`src/hw/sio_pkg.sv`:
```
package sio_pkg;

	// ----------------------------------------
	// Clock and serial rates
	// ----------------------------------------
	localparam int unsigned CLK_HZ = 10_000_000;
	localparam int unsigned RATE0_HZ = 450_000;
	localparam int unsigned RATE1_HZ = 225_000;
	localparam int unsigned RATE2_HZ = 150_000;
	localparam int unsigned RATE3_HZ = 75_000;
	// Half periods round down, so each rate is never slower than named
	localparam logic [6:0] HALF0 = 7'(CLK_HZ / (2 * RATE0_HZ));
	localparam logic [6:0] HALF1 = 7'(CLK_HZ / (2 * RATE1_HZ));
	localparam logic [6:0] HALF2 = 7'(CLK_HZ / (2 * RATE2_HZ));
	localparam logic [6:0] HALF3 = 7'(CLK_HZ / (2 * RATE3_HZ));

	// ----------------------------------------
	// Register map (word index on the register port)
	// ----------------------------------------
	localparam logic [2:0] ADDR_CTRL = 3'h0;
	localparam logic [2:0] ADDR_TX = 3'h1;
	localparam logic [2:0] ADDR_RX = 3'h2;
	localparam logic [2:0] ADDR_STAT = 3'h3;
	localparam logic [2:0] ADDR_MASK = 3'h4;
	localparam logic [2:0] ADDR_DIR = 3'h5;
	localparam logic [2:0] ADDR_POUT = 3'h6;
	localparam logic [2:0] ADDR_PIN = 3'h7;

	// Control field positions
	localparam int CTRL_W = 10;
	localparam int CTRL_MODE3 = 0;
	localparam int CTRL_LEN8 = 1;
	localparam int CTRL_MSB = 2;
	localparam int CTRL_FALL = 3;
	localparam int CTRL_EXT = 4;
	localparam int CTRL_RATE = 5;
	localparam int CTRL_ODCLK = 7;
	localparam int CTRL_ODDAT = 8;
	localparam int CTRL_SEL = 9;

	// Status bits
	localparam int STAT_DONE = 0;
	localparam int STAT_COLL = 1;

	// Reset values and fixed figures
	localparam logic [9:0] CTRL_RST = 10'h000;
	localparam logic [3:0] LEN_SHORT = 4'h4;
	localparam logic [3:0] LEN_LONG = 4'h8;
	localparam logic [3:0] SIO_VECTOR = 4'h4;

	typedef enum logic [1:0]
	{
		ST_IDLE = 2'b00,
		ST_RUN = 2'b01,
		ST_FINISH = 2'b11
	} sio_state_t;

endpackage

```
`src/hw/pin_sync.sv`:
```
`timescale 1ns/1ns
`default_nettype none

module pin_sync #(
	parameter int W = 3
) (
	input wire logic ref_clk,
	input wire logic reset_n,
	input wire logic [W-1:0] async_in,
	output logic [W-1:0] sync_out
);

	typedef struct packed {
		logic [W-1:0] s1;
		logic [W-1:0] s2;
	} sync_regs_t;

	sync_regs_t r_reg;
	sync_regs_t r_next;

	// ----------------------------------------
	// Two stages; only the second stage leaves this module
	// ----------------------------------------
	always_comb
	begin
		r_next.s1 = async_in;
		r_next.s2 = r_reg.s1;
	end

	always_ff @(posedge ref_clk)
	begin
		if (!reset_n)
			r_reg <= '0;
		else
			r_reg <= r_next;
	end

	assign sync_out = r_reg.s2;

endmodule
`default_nettype wire

```
`src/hw/rate_div.sv`:
```
`timescale 1ns/1ns
`default_nettype none

module rate_div (
	input wire logic ref_clk,
	input wire logic reset_n,
	input wire logic run,
	input wire logic [1:0] rate_sel,
	output logic tick
);

	typedef struct packed {
		logic [6:0] cnt;
	} div_regs_t;

	div_regs_t r_reg;
	div_regs_t r_next;
	logic [6:0] half;

	// ----------------------------------------
	// Half period counter; tick marks each clock toggle
	// ----------------------------------------
	always_comb
	begin
		case (rate_sel)
			2'b00: half = sio_pkg::HALF0;
			2'b01: half = sio_pkg::HALF1;
			2'b10: half = sio_pkg::HALF2;
			default: half = sio_pkg::HALF3;
		endcase
	end

	assign tick = run && (r_reg.cnt == half - 7'h1);

	// Held at zero while stopped so every transfer starts with a full half period
	always_comb
	begin
		r_next = r_reg;
		if (!run || tick)
			r_next.cnt = 7'h0;
		else
			r_next.cnt = r_reg.cnt + 7'h1;
	end

	always_ff @(posedge ref_clk)
	begin
		if (!reset_n)
			r_reg <= '0;
		else
			r_reg <= r_next;
	end

endmodule
`default_nettype wire

```
`src/hw/serial_io_unit.sv`:
```
// Notes on behaviour
// - Two-wire form shares one data pin; three-wire form splits data out and in.
// - Words are four or eight bits, shifted MSB first or LSB first.
// - Each active clock edge captures input and shifts the next output bit.
// - Clock is one of four internal rates or driven in by the partner.
// - Program selects rising or falling edge as the active shift edge.
// - Clock and data outputs may be open drain, pulling low only.
// - Enabled interrupt rises right after a transfer ends; vector address is four.
// - The three pins are a general port, per-bit direction, unless serial is selected.
`timescale 1ns/1ns
`default_nettype none

module serial_io_unit (
	input wire logic ref_clk,
	input wire logic reset_n,
	input wire logic [2:0] reg_addr,
	input wire logic [15:0] reg_wdata,
	input wire logic reg_wr,
	input wire logic reg_rd,
	output logic [15:0] reg_rdata,
	output logic irq,
	output logic [3:0] irq_vector,
	output logic busy,
	input wire logic port_four_bit_one_i,
	output logic port_four_bit_one_o,
	output logic port_four_bit_one_oe,
	input wire logic port_four_bit_two_i,
	output logic port_four_bit_two_o,
	output logic port_four_bit_two_oe,
	input wire logic port_four_bit_three_i,
	output logic port_four_bit_three_o,
	output logic port_four_bit_three_oe
);

	// ----------------------------------------
	// State
	// ----------------------------------------
	typedef struct packed {
		sio_pkg::sio_state_t state;
		logic [sio_pkg::CTRL_W-1:0] ctrl;
		logic [7:0] tx;
		logic [7:0] rx;
		logic [7:0] rx_data;
		logic [3:0] cnt;
		logic sck_lvl;
		logic sck_prev;
		logic [1:0] stat;
		logic [1:0] mask;
		logic [2:0] dir;
		logic [2:0] pout;
		logic [2:0] pin_o;
		logic [2:0] pin_oe;
		logic [15:0] rdata;
		logic irq;
	} sio_regs_t;

	localparam sio_regs_t REGS_RST = '{state: sio_pkg::ST_IDLE, ctrl: sio_pkg::CTRL_RST,
		default: '0};

	sio_regs_t r_reg;
	sio_regs_t r_next;

	logic [2:0] pins_s;
	logic tick;
	logic mode3, len8, msb, fall, ext, od_clk, od_dat, sel;
	logic [1:0] rate;
	logic [3:0] len;
	logic idle_lvl, sck_s, din, out_bit, act_edge, start, coll;
	logic [1:0] clr;

	// ----------------------------------------
	// Pin synchronisers and clock divider
	// ----------------------------------------
	pin_sync #(
		.W(3)
	) u_sync (
		.ref_clk(ref_clk),
		.reset_n(reset_n),
		.async_in({port_four_bit_three_i, port_four_bit_two_i, port_four_bit_one_i}),
		.sync_out(pins_s)
	);

	// Divider runs only while an internally clocked transfer is active
	rate_div u_div (
		.ref_clk(ref_clk),
		.reset_n(reset_n),
		.run(r_reg.state == sio_pkg::ST_RUN && !ext),
		.rate_sel(rate),
		.tick(tick)
	);

	// ----------------------------------------
	// Configuration decode
	// ----------------------------------------
	assign mode3 = r_reg.ctrl[sio_pkg::CTRL_MODE3];
	assign len8 = r_reg.ctrl[sio_pkg::CTRL_LEN8];
	assign msb = r_reg.ctrl[sio_pkg::CTRL_MSB];
	assign fall = r_reg.ctrl[sio_pkg::CTRL_FALL];
	assign ext = r_reg.ctrl[sio_pkg::CTRL_EXT];
	assign rate = r_reg.ctrl[sio_pkg::CTRL_RATE +: 2];
	assign od_clk = r_reg.ctrl[sio_pkg::CTRL_ODCLK];
	assign od_dat = r_reg.ctrl[sio_pkg::CTRL_ODDAT];
	assign sel = r_reg.ctrl[sio_pkg::CTRL_SEL];
	assign len = len8 ? sio_pkg::LEN_LONG : sio_pkg::LEN_SHORT;

	// Clock rests away from the active edge, so the first edge out is active
	assign idle_lvl = fall;
	assign sck_s = pins_s[2];
	// Two-wire form listens on the shared data pin
	assign din = mode3 ? pins_s[0] : pins_s[1];
	assign out_bit = msb ? (len8 ? r_reg.tx[7] : r_reg.tx[3]) : r_reg.tx[0];

	// ----------------------------------------
	// Active edge detection, internal or external clock
	// ----------------------------------------
	always_comb
	begin
		act_edge = 1'b0;
		if (r_reg.state == sio_pkg::ST_RUN && r_reg.cnt < len)
		begin
			if (ext)
				act_edge = fall ? (r_reg.sck_prev && !sck_s) : (!r_reg.sck_prev && sck_s);
			else
				act_edge = tick && (r_reg.sck_lvl == idle_lvl);
		end
	end

	// ----------------------------------------
	// Next state
	// ----------------------------------------
	always_comb
	begin
		r_next = r_reg;
		start = 1'b0;
		coll = 1'b0;
		clr = 2'b00;
		r_next.sck_prev = sck_s;

		// Register writes
		if (reg_wr)
		begin
			case (reg_addr)
				sio_pkg::ADDR_CTRL: r_next.ctrl = reg_wdata[sio_pkg::CTRL_W-1:0];
				sio_pkg::ADDR_TX:
				begin
					// A second start while busy is dropped and flagged
					if (r_reg.state == sio_pkg::ST_IDLE)
						start = 1'b1;
					else
						coll = 1'b1;
				end
				sio_pkg::ADDR_STAT: clr = reg_wdata[1:0];
				sio_pkg::ADDR_MASK: r_next.mask = reg_wdata[1:0];
				sio_pkg::ADDR_DIR: r_next.dir = reg_wdata[2:0];
				sio_pkg::ADDR_POUT: r_next.pout = reg_wdata[2:0];
				default: r_next.ctrl = r_reg.ctrl;
			endcase
		end

		// Transfer engine
		case (r_reg.state)
			sio_pkg::ST_IDLE:
			begin
				r_next.sck_lvl = idle_lvl;
				r_next.cnt = 4'h0;
				if (start)
				begin
					r_next.tx = reg_wdata[7:0];
					r_next.rx = 8'h00;
					r_next.state = sio_pkg::ST_RUN;
				end
			end
			sio_pkg::ST_RUN:
			begin
				// Hold the clock at rest once the word is done
				if (tick && (r_reg.cnt != len || r_reg.sck_lvl != idle_lvl))
					r_next.sck_lvl = !r_reg.sck_lvl;
				if (act_edge)
				begin
					// Ones fill in behind, so a shared line is released after an eight-bit or MSB-first word
					r_next.rx = msb ? {r_reg.rx[6:0], din} : {din, r_reg.rx[7:1]};
					r_next.tx = msb ? {r_reg.tx[6:0], 1'b1} : {1'b1, r_reg.tx[7:1]};
					r_next.cnt = r_reg.cnt + 4'h1;
				end
				if (r_reg.cnt == len && (ext || r_reg.sck_lvl == idle_lvl))
					r_next.state = sio_pkg::ST_FINISH;
			end
			sio_pkg::ST_FINISH:
			begin
				// A short LSB-first word arrives in the high nibble
				r_next.rx_data = (len8 || msb) ? r_reg.rx : {4'h0, r_reg.rx[7:4]};
				r_next.state = sio_pkg::ST_IDLE;
			end
			default: r_next.state = sio_pkg::ST_IDLE;
		endcase

		// Sticky status; a new event wins over a clear in the same cycle
		r_next.stat = (r_reg.stat & ~clr);
		if (r_reg.state == sio_pkg::ST_FINISH)
			r_next.stat[sio_pkg::STAT_DONE] = 1'b1;
		if (coll)
			r_next.stat[sio_pkg::STAT_COLL] = 1'b1;
		r_next.irq = |(r_next.stat & r_next.mask);

		// Pin drive: serial function or plain port
		if (sel)
		begin
			r_next.pin_o[0] = 1'b0;
			r_next.pin_oe[0] = 1'b0;
			// Shared two-wire data is always open drain so the partner can answer
			if (od_dat || !mode3)
			begin
				r_next.pin_o[1] = 1'b0;
				r_next.pin_oe[1] = !out_bit;
			end
			else
			begin
				r_next.pin_o[1] = out_bit;
				r_next.pin_oe[1] = 1'b1;
			end
			if (ext)
			begin
				r_next.pin_o[2] = 1'b0;
				r_next.pin_oe[2] = 1'b0;
			end
			// Clock pin leads the data pin by one cycle, so data is stable at the edge
			else if (od_clk)
			begin
				r_next.pin_o[2] = 1'b0;
				r_next.pin_oe[2] = !r_next.sck_lvl;
			end
			else
			begin
				r_next.pin_o[2] = r_next.sck_lvl;
				r_next.pin_oe[2] = 1'b1;
			end
		end
		else
		begin
			r_next.pin_o = r_reg.pout;
			r_next.pin_oe = r_reg.dir;
		end

		// Read data stand only in the cycle after the strobe
		r_next.rdata = 16'h0000;
		if (reg_rd)
		begin
			case (reg_addr)
				sio_pkg::ADDR_CTRL: r_next.rdata = {6'h00, r_reg.ctrl};
				sio_pkg::ADDR_TX: r_next.rdata = {8'h00, r_reg.tx};
				sio_pkg::ADDR_RX: r_next.rdata = {8'h00, r_reg.rx_data};
				sio_pkg::ADDR_STAT: r_next.rdata = {13'h0000, busy, r_reg.stat};
				sio_pkg::ADDR_MASK: r_next.rdata = {14'h0000, r_reg.mask};
				sio_pkg::ADDR_DIR: r_next.rdata = {13'h0000, r_reg.dir};
				sio_pkg::ADDR_POUT: r_next.rdata = {13'h0000, r_reg.pout};
				default: r_next.rdata = {13'h0000, pins_s};
			endcase
		end
	end

	// ----------------------------------------
	// State register
	// ----------------------------------------
	always_ff @(posedge ref_clk)
	begin
		if (!reset_n)
			r_reg <= REGS_RST;
		else
			r_reg <= r_next;
	end

	// ----------------------------------------
	// Outputs
	// ----------------------------------------
	assign reg_rdata = r_reg.rdata;
	assign irq = r_reg.irq;
	assign irq_vector = sio_pkg::SIO_VECTOR;
	assign busy = (r_reg.state != sio_pkg::ST_IDLE);
	assign port_four_bit_one_o = r_reg.pin_o[0];
	assign port_four_bit_one_oe = r_reg.pin_oe[0];
	assign port_four_bit_two_o = r_reg.pin_o[1];
	assign port_four_bit_two_oe = r_reg.pin_oe[1];
	assign port_four_bit_three_o = r_reg.pin_o[2];
	assign port_four_bit_three_oe = r_reg.pin_oe[2];
endmodule
`default_nettype wire

```
`config.mk`:
```
export PLATFORM = sky130hd
export DESIGN_NAME = serial_io_unit
export DESIGN_NICKNAME = d
export VERILOG_FILES = /design/src/hw/sio_pkg.sv /design/src/hw/pin_sync.sv /design/src/hw/rate_div.sv /design/src/hw/serial_io_unit.sv
export SDC_FILE = /design/constraint.sdc
export NUM_CORES = 1
export LEC_CHECK = 0
export BUFFER_PORTS_ARGS = -buffer_cell sky130_fd_sc_hd__buf_2
export CORE_ASPECT_RATIO = 1.5
export CORE_MARGIN = 8
export CORE_UTILIZATION = 40
export DETAILED_ROUTE_END_ITERATION = 10
export PLACE_DENSITY_LB_ADDON = 0.12
export REMOVE_ABC_BUFFERS = 1
export SYNTH_ARGS = -nofsm -noshare
export SYNTH_HDL_FRONTEND = slang
export SYNTH_SLANG_ARGS = --single-unit
export TNS_END_PERCENT = 50
```
`constraint.sdc`:
```
create_clock -name ref_clk -period 3.9 [get_ports ref_clk]
set_input_delay 0.585 -clock ref_clk [delete_from_list [all_inputs] [get_ports ref_clk]]
set_output_delay 0.585 -clock ref_clk [all_outputs]
set_load 0.03 [all_outputs]
```
==> After elaboration in Yosys (flattened, before gate mapping) <==
Cells that the tools add are included.
{ "word_totals": {"register_bits": 88, "inputBits": 26, "output_inout_bits": 28} }
{ "classes": {"n_addsub": 3, "n_lt_le_gt_ge": 1, "eq_ne": 18, "muxes": 42, "bitwise_logic": 4, "n_reduce_logical": 36} }
{ "op_table": {"columns": ["op", "count"], "rows": [
  ["one-hot mux 10 bit (7 select lines)", 1],
  ["two-way mux 16 bit", 2],
  ["two-way mux 8 bit", 4],
  ["one-hot mux 16 bit (2 select lines)", 1],
  ["two-way mux 1 bit", 21],
  ["one-hot mux 7 bit (3 select lines)", 1],
  ["AND reduction 2 bit", 6],
  ["two-way mux 2 bit", 5],
  ["one-hot mux 5 bit (2 select lines)", 1],
  ["equality test 3 bit (second input constant)", 3],
  ["logical AND 1 bit", 8],
  ["logical NOT 1 bit", 8],
  ["two-way mux 4 bit", 2],
  ["adder 7 x 1 -> 7 bit (second input constant)", 1],
  ["equality test 7 bit", 1],
  ["subtractor 7 x 1 -> 7 bit (second input constant)", 1],
  ["equality test 3 x 2 -> 1 bit (second input constant)", 2],
  ["two-way mux 3 bit", 2],
  ["two-way mux 6 bit", 1],
  ["OR reduction 2 bit", 3],
  ["logical OR 1 bit", 5],
  ["adder 4 x 1 -> 4 bit (second input constant)", 1],
  ["bitwise AND 2 bit", 2],
  ["equality test 2 x 1 -> 1 bit (second input constant)", 2],
  ["16 further kinds", 20]
]} }

==> Depth between registers and ports, before layout <==
Gate-level depths: netlist of the first run.
{ "depth": {"depth_word": 14, "depth_mapped": 10, "depth_no_buf": 8} }

==> By module <==
From an unflattened synthesis of the first run, not the netlist that was laid out.
{ "unflattened": {"cells_unflattened": 459, "hier_area_um2": 4048.9} }
{ "by_module_without_submodules": {"columns": ["module", "instances", "cells_each", "area_per_inst_um2", "seq_area_each_um2"], "rows": [
  ["serial_io_unit", 1, 399, 3464.6, 1381.3],
  ["rate_div", 1, 48, 426.7, 140.1],
  ["pin_sync", 1, 12, 157.7, 120.1]
]} }

==> Worst setup path before layout of the first run <==
No wires, ideal clock.
{ "synth_path": {"path_type": "reg2reg", "startpoint": "register r_reg (netlist bit len8)", "endpoint": "register r_reg[37] in the netlist's numbering", "t_arrival_ns": 1.941, "setup_slack_ns": 1.841, "path_stages_with_launch": 11, "period_less_slack_ns": 2.059, "cell_sequence": "dfxtp_1 clkbuf_1 inv_1 ha_1 nor2b_1 nor3_2 and3_4 and3_4 buf_6 o22ai_1 a32o_1"} }
{ "synth_between": {"elab_chain_len": 6} }
{ "synth_lines": {"columns": ["element", "line_no", "text"], "rows": [
  ["start: declaration", "serial_io_unit.sv:60", "sio_regs_t r_reg;"],
  ["start signal: assignment", "serial_io_unit.sv:269", "r_reg <= r_next;"],
  ["two-way mux 4 bit", "serial_io_unit.sv:104", "assign len = len8 ? sio_pkg::LEN_LONG : sio_pkg::LEN_SHORT;"],
  ["less-than comparator 4 bit", "serial_io_unit.sv:119", "if (r_reg.state == sio_pkg::ST_RUN && r_reg.cnt < len)"],
  ["logical AND 1 bit", "serial_io_unit.sv:119", null],
  ["two-way mux 1 bit", "serial_io_unit.sv:119", null],
  ["inequality test 2 bit (no line)", null, null],
  ["AND reduction 2 bit (no line)", null, null]
]} }
No other way between the ends.
A chain may end at the register's enable or synchronous reset.

==> Worst setup path after layout of the first run <==
Ends and elaborated chain as after synthesis.

==> results.py, run 1 <==
metrics = {
    "pwr": {
        "leakagePower_nw": 1.62,
        "cellPowerDensity_nw_per_um2": 403,
        "clkPwrFrac_pct": 43.4,
        "seq_power_share_pct": 49.8,
        "pwr-share-comb_pct": 6.9,
        "total_power_mw": 1.74,
        "p_int_mw": 1.32,
        "p_sw_share_pct": 23.8,
        "peakVddDrop_mv": 0.279,
        "switchingPower_mw": 0.413,
    },
    "die": {
        "core_area_um2": 9690,
        "ios": 54,
        "die_x_um": 97.3,
        "core.rowCount": 44,
        "die_y_um": 138,
        "die_area_um2": 13400,
        "initial_core_util_pct": 40.9,
    },
    "timing": {
        "setup_viol": 0,
        "slew_viol_final": 0,
        "fin_crit_ns": 2.48,
        "finalHoldViolCount": 0,
        "fin_worst_skew_ns": 0.00837,
        "tightestPinTransition_ns": 1.11,
        "whs_ns": 0.433,
        "rsz0062_at_grt": "no",
        "setup_ws_ns": 1.42,
        "fin_tns_setup_ns": 0,
        "relSlewSlack_pct": 26.2,
        "finalCritPeriodShare_pct": 63.5,
        "fmax_ghz": 0.404,
    },
    "critical_path": {
        "cp_data_arrival_time_ns": 2.75,
        "rr_worst_depth": 8,
        "setup.worst_path.class": "register to register",
        "cp-start-kind": "register",
        "reg2reg_slack_ns": 1.42,
        "crit_path_end_kind": "register",
        "critPathMaxFanout": 19,
        "cp.required_ns": 4.17,
        "r2r-end": "r_reg[37]",
        "r2r_start": "len8",
    },
    "finish": {
        "regArea_um2": 1640,
        "nets": 515,
        "area_growth_pct": 8.78,
        "multi_input_area_um2": 2020,
        "final_cell_mix": "dfxtp_1, nor2_1, nand2_1",
        "postLayoutCoreUtil_pct": 44.5,
        "drive_gt1_share_pct": 12.9,
        "finalInstanceArea_um2": 4310,
        "largest_reg_flops": 45,
        "layout_commonest_cell": "dfxtp_1",
        "num-fill-cells": 1000,
        "fin_cells": 602,
        "antenna-diode-count": 0,
    },
    "drt": {
        "wirelength_mm": 10.3,
        "wl_per_cell_um": 17.1,
        "ant_nets": 0,
        "drcViolationCount": 0,
        "dr.pass1.iters": 4,
        "viasPerCell": 5.51,
        "drt_iter0_markers": 168,
        "vias": 3317,
    },
    "synthesis": {
        "synth_mux_area_share_pct": 8.46,
        "synth_fa_ha_area_share_pct": 1.58,
        "synth_compound_area_share_pct": 16.2,
        "synth-simple-area-share_pct": 22.3,
        "synth_area_um2": 3960,
        "ys.flop_type": "dfxtp_1",
        "yosys_warnings": 0,
        "yosysSeqAreaShare_pct": 41.4,
        "async_reset_ff_share_pct": 0,
        "synth_edf_count": 0,
        "synth_top_family_by_area": "simple AND/OR/NAND/NOR gates",
        "postSynthCellCount": 476,
        "ys_types": 56,
        "synth_xor_area_share_pct": 1.55,
        "syn_area_per_cell_um2": 8.33,
        "ys_ff_latch": 82,
    },
    "clocking": {
        "clockRootBuffer": "clkbuf_16",
        "worstSkewPairLatency_ns": 0.34,
        "cts_max_path_buffers": 2,
        "cts_resized": 0,
        "cts_setup_buffers": 0,
        "path_clk_slew_ns": 0.06,
        "ctsHoldBuffers": 0,
        "htreeDepth": 3,
        "cts_tree": "done",
        "numCtsBuffers": 9,
        "numClockSinks": 82,
    },
    "global_routing": {
        "grt_usage_pct": 15.7,
        "grt_max_degree": 47,
        "grt_pass1_vias": 3142,
        "grt_overflow": 0,
        "antenna_found_initial": 0,
        "grt_pass1_wl_mm": 16.6,
    },
    "worst_hold_path": {
        "hp-start": "u_sync.r_next[1]",
        "hold_path_class": "register to register",
        "whs_path_depth": 1,
        "hold_path_end": "u_sync.sync_out[1]",
    },
    "job": {
        "maxCapViolCount": 0,
    },
    "placed_design": {
        "placed_cell_area_um2": 4050,
        "pre_cts_slack_ns": 1.39,
        "dp_cells": 588,
        "io_buffers": 37,
        "hpwl_mm": 7.24,
        "gp_congestion": 0.821,
    },
    "outcome": {
        "status": "complete, no violations",
    },
}
-- critical path: stages (launching register included) --
cell,delay [ns]
dfxtp_1,0.58
inv_1,0.15
ha_1,0.31
nor2b_1,0.14
nor3_2,0.13
and3_4,0.23
nand3_2,0.35
a21oi_1,0.35
a32o_1,0.16
-- worst max-delay path by stage --
stage | start | endpoint | slack (ns) | depth (start not counted)
6_report | len8 | r_reg[37] | 1.42 | 8
5_1_grt | len8 | r_reg[37] | 1.31 | 8
4_1_cts | len8 | r_reg[37] | 1.39 | 8
3_5_place_dp | len8 | r_reg[37] | 1.39 | 8
3_3_place_gp | len8 | r_reg[37] | 1.45 | 8
2_1_floorplan | reset_n | u_div.r_reg[2] | 1.73 | 3
-- power groups by stage --
stage	Combinational, mW	Clock, mW	Sequential (mW)
CTS	0.119	0.771	0.864
detailed placement	0.119	0	0.882
finish	0.119	0.753	0.864
global route	0.132	0.806	0.865
global placement	0.118	0	0.882
floorplan	0.0677	0	0.882
-- cell families (layout without fill, tap and decap cells) --
family | after synthesis | count (layout)
other | 2 | 10
and+or+nand+nor | 184 | 184
buffers and inverters | 61 | 64
adders and majority gates | 5 | 5
DFF | 82 | 82
xor gates and xnor gates | 7 | 7
muxes | 31 | 31
AOI/OAI and AO/OA | 104 | 104
-- layout make-up --
type	count	share of cell area, %
Multi-Input combinational cell	341	46.9
Sequential cell	82	38.1
Clock buffer	10	5.54
Timing Repair Buffer	40	4.82
Tap cell	115	3.34
Inverter	10	0.871
Clock inverter	4	0.464
-- cell usage after synthesis (6+ instances only) --
cell / count / share of area (%)
a311oi_1: 6 / 1.3
nand3_1: 28 / 3.5
inv_1: 9 / 0.85
nor2_1: 56 / 5.3
and2_1: 11 / 1.7
nand2_1: 47 / 4.5
clkbuf_1: 18 / 1.7
buf_2: 8 / 1.0
nor3_1: 8 / 1.0
mux2i_1: 29 / 7.3
buf_4: 20 / 3.8
and3_1: 6 / 0.95
o21ai_0: 27 / 3.4
dfxtp_1: 82 / 41
a21oi_1: 37 / 4.7
-- metal layers --
metal | share of wire (%) | vias to the layer above | global-route usage [%]
met1 | 44 | 1581 | 18.3
met2 | 50 | 75 | 26.4
li1 | - | 1648 | -
met4 | 2.0 | 0 | 7.61
met3 | 4.0 | 13 | 3.84
met5 | 0 | - | 0
(Power assumes the default switching activity.)
==> run 2, diff against run 1 <==
ABC_AREA = 1   (was unset)
clock period = 2.35 ns   (was 3.9 ns; I/O delays follow)
==> run 2 against run 1 <==
Via count increased by 4.2%. Register-to-register slack got worse by 1.0 ns. Non-clock buffer count increased by 7. Worst setup slack got worse by 1.0 ns. Worst hold slack got worse by 0.24 ns. Sequential share of layout area decreased by 1.4 points. Global-route usage decreased by 0.17 points. Clock power increased by 89%. Critical path depth increased by 2. Count of clock-buffer cells in the layout unchanged. Fmax increased by 26%. Largest power group unchanged.
==> results.py, run 2 <==
metrics = {
    "critical_path": {
        "cp_data_arrival_time_ns": 2.18,
        "rr_worst_depth": 10,
        "r2r-end": "r_reg[48]",
        "r2r_start": "len8",
        "startpoint": "len8",
        "setup.worst_path.class": "register to register",
        "critPathMaxFanout": 23,
        "cp.required_ns": 2.57,
        "crit_end": "r_reg[48]",
        "cp-start-kind": "register",
        "crit_path_end_kind": "register",
        "reg2reg_slack_ns": 0.39,
    },
    "synthesis": {
        "postSynthCellCount": 539,
        "yosysSeqAreaShare_pct": 41.4,
        "synth.largest_area_cell": "dfxtp_1",
        "synth_most_common_cell": "nand2_1",
        "ys_ff_latch": 82,
        "ys.flop_type": "dfxtp_1",
        "yosysTopAreaCellShare_pct": 41.4,
        "async_reset_ff_share_pct": 0,
        "synthTopCellsByCount": "nand2_1, inv_1, dfxtp_1, a21oi_1",
        "synth_area_um2": 3960,
        "yosys_warnings": 0,
        "syn_area_per_cell_um2": 7.35,
        "synth_top_cells_by_area": "dfxtp_1, nand2_1, inv_1",
        "synth_edf_count": 0,
        "ys_types": 39,
    },
    "timing": {
        "fin_worst_skew_ns": 0.00490,
        "finalHoldViolCount": 0,
        "fmax_ghz": 0.511,
        "finalCritPeriodShare_pct": 83.4,
        "rsz0062_at_grt": "no",
        "setup_viol": 0,
        "fin_tns_setup_ns": 0,
        "fin_crit_ns": 1.96,
        "slew_viol_final": 0,
    },
    "outcome": {
        "status": "complete, no violations",
    },
    "pwr": {
        "cellPowerDensity_nw_per_um2": 709,
        "leakagePower_nw": 1.95,
        "peakVddDrop_mv": 0.402,
    },
    "clocking": {
        "cts_tree": "done",
        "cts_resized": 0,
        "numCtsBuffers": 9,
        "htreeDepth": 3,
        "cts_max_path_buffers": 2,
        "worstSkewPairLatency_ns": 0.34,
        "clockRootBuffer": "clkbuf_16",
        "numClockSinks": 82,
        "ctsHoldBuffers": 0,
        "path_clk_slew_ns": 0.06,
        "cts_setup_buffers": 0,
    },
    "global_routing": {
        "grt_usage_pct": 15.5,
        "antenna_found_initial": 0,
        "grt_max_degree": 33,
        "grt_pass1_wl_mm": 16.4,
        "grt_pass1_vias": 3344,
        "grt_overflow": 0,
    },
    "drt": {
        "dr.pass1.iters": 4,
        "wirelength_mm": 10.1,
        "drt_iter0_markers": 154,
        "wl_per_cell_um": 14.8,
        "viasPerCell": 5.03,
        "vias": 3456,
        "drcViolationCount": 0,
        "ant_nets": 0,
    },
    "finish": {
        "drive_gt1_share_pct": 15.7,
        "final_cell_mix": "nand2_1, inv_1, dfxtp_1",
        "nets": 598,
        "num-fill-cells": 1038,
        "postLayoutCoreUtil_pct": 46.1,
        "layout_commonest_cell": "nand2_1",
        "area_growth_pct": 12.9,
        "antenna-diode-count": 0,
        "largest_reg_flops": 45,
    },
    "placed_design": {
        "gp_congestion": 0.848,
        "io_buffers": 37,
        "hpwl_mm": 7.74,
    },
    "job": {
        "maxCapViolCount": 0,
    },
    "worst_hold_path": {
        "hp-start": "port_four_bit_two_i",
        "hold_path_class": "primary input to register",
    },
    "die": {
        "die_area_um2": 13400,
        "die_y_um": 138,
        "core.rowCount": 44,
        "core_area_um2": 9690,
        "die_x_um": 97.3,
        "ios": 54,
        "initial_core_util_pct": 40.9,
    },
}
run 2: cell types whose count changed in the layout (fill, tap and decap cells not counted), sizes merged, moves of 11 or more:
cell,change
inv,+77
and2,-11
mux2i,-28
nor2,-15
nand2,+51
o21ai,+12
a21oi,+26
run 2: cells by family after synthesis:
kind of cell | share of synthesized area (%)
and+or+nand+nor | 21.0
muxes | 0.253
buffers and inverters | 14.3
xor gates and xnor gates | 0.663
adders and majority gates | 1.58
AOI/OAI and AO/OA | 20.6
DFF | 41.4
other | 0.190
run 2: metrics by stage:
stage | setup slack, ns | hold WS (ns) | power [mW] | cells | cell area (µm²)
after floorplan | 0.496 | 0.390 | 1.67 | 509 | 3750
final | 0.391 | 0.194 | 3.17 | 687 | 4470
after global routing | 0.217 | 0.192 | 3.30 | 687 | 4470
after global placement | 0.406 | 0.395 | 1.77 | 671 | 4170
after detailed placement | 0.388 | 0.400 | 1.78 | 671 | 4170
after CTS | 0.377 | 0.178 | 3.21 | 687 | 4470
run 2: final cells by class:
class	instances	area (µm²)	share of cell area [%]
clock buffers	10	239	5.35
clock inverters	6	66.3	1.48
inverters	86	323	7.22
multi-input cells	341	1780	39.9
flip-flops and latches	82	1640	36.7
well taps	115	144	3.22
repair buffers	47	273	6.10
run 2: where the power goes:
part	internal [mW]	switching [mW]
combinational	0.0838	0.205
sequential	1.43	0.0249
clock	0.851	0.573
run 2: layer usage:
layer / share of wire [%] / wire [µm] / vias to the layer above / global-route usage, %
li1: - / - / 1782 / -
met1: 41 / 4140 / 1571 / 16.7
met2: 51 / 5220 / 78 / 27.5
met3: 4.9 / 498 / 25 / 4.04
met4: 2.7 / 278 / 0 / 8.03
met5: 0 / 0 / - / 0
run 2: worst min-delay path by stage:
stage / cells past startpoint / endpoint
finish: 3 / u_sync.r_next[1]
CTS: 3 / u_sync.r_next[0]
global route: 3 / u_sync.r_next[2]
detailed placement: 2 / u_sync.sync_out[1]
global placement: 2 / u_sync.sync_out[0]
floorplan: 2 / u_sync.sync_out[0]
run 2: worst max-delay path, cell delays in order (launching register included):
cell	delay, ns
dfxtp_1	0.42
inv_1	0.08
ha_1	0.31
inv_1	0.06
o21ai_1	0.10
a211oi_4	0.23
nand2_4	0.10
nand2_4	0.07
nand2_4	0.19
o21ai_0	0.22
a21oi_1	0.05
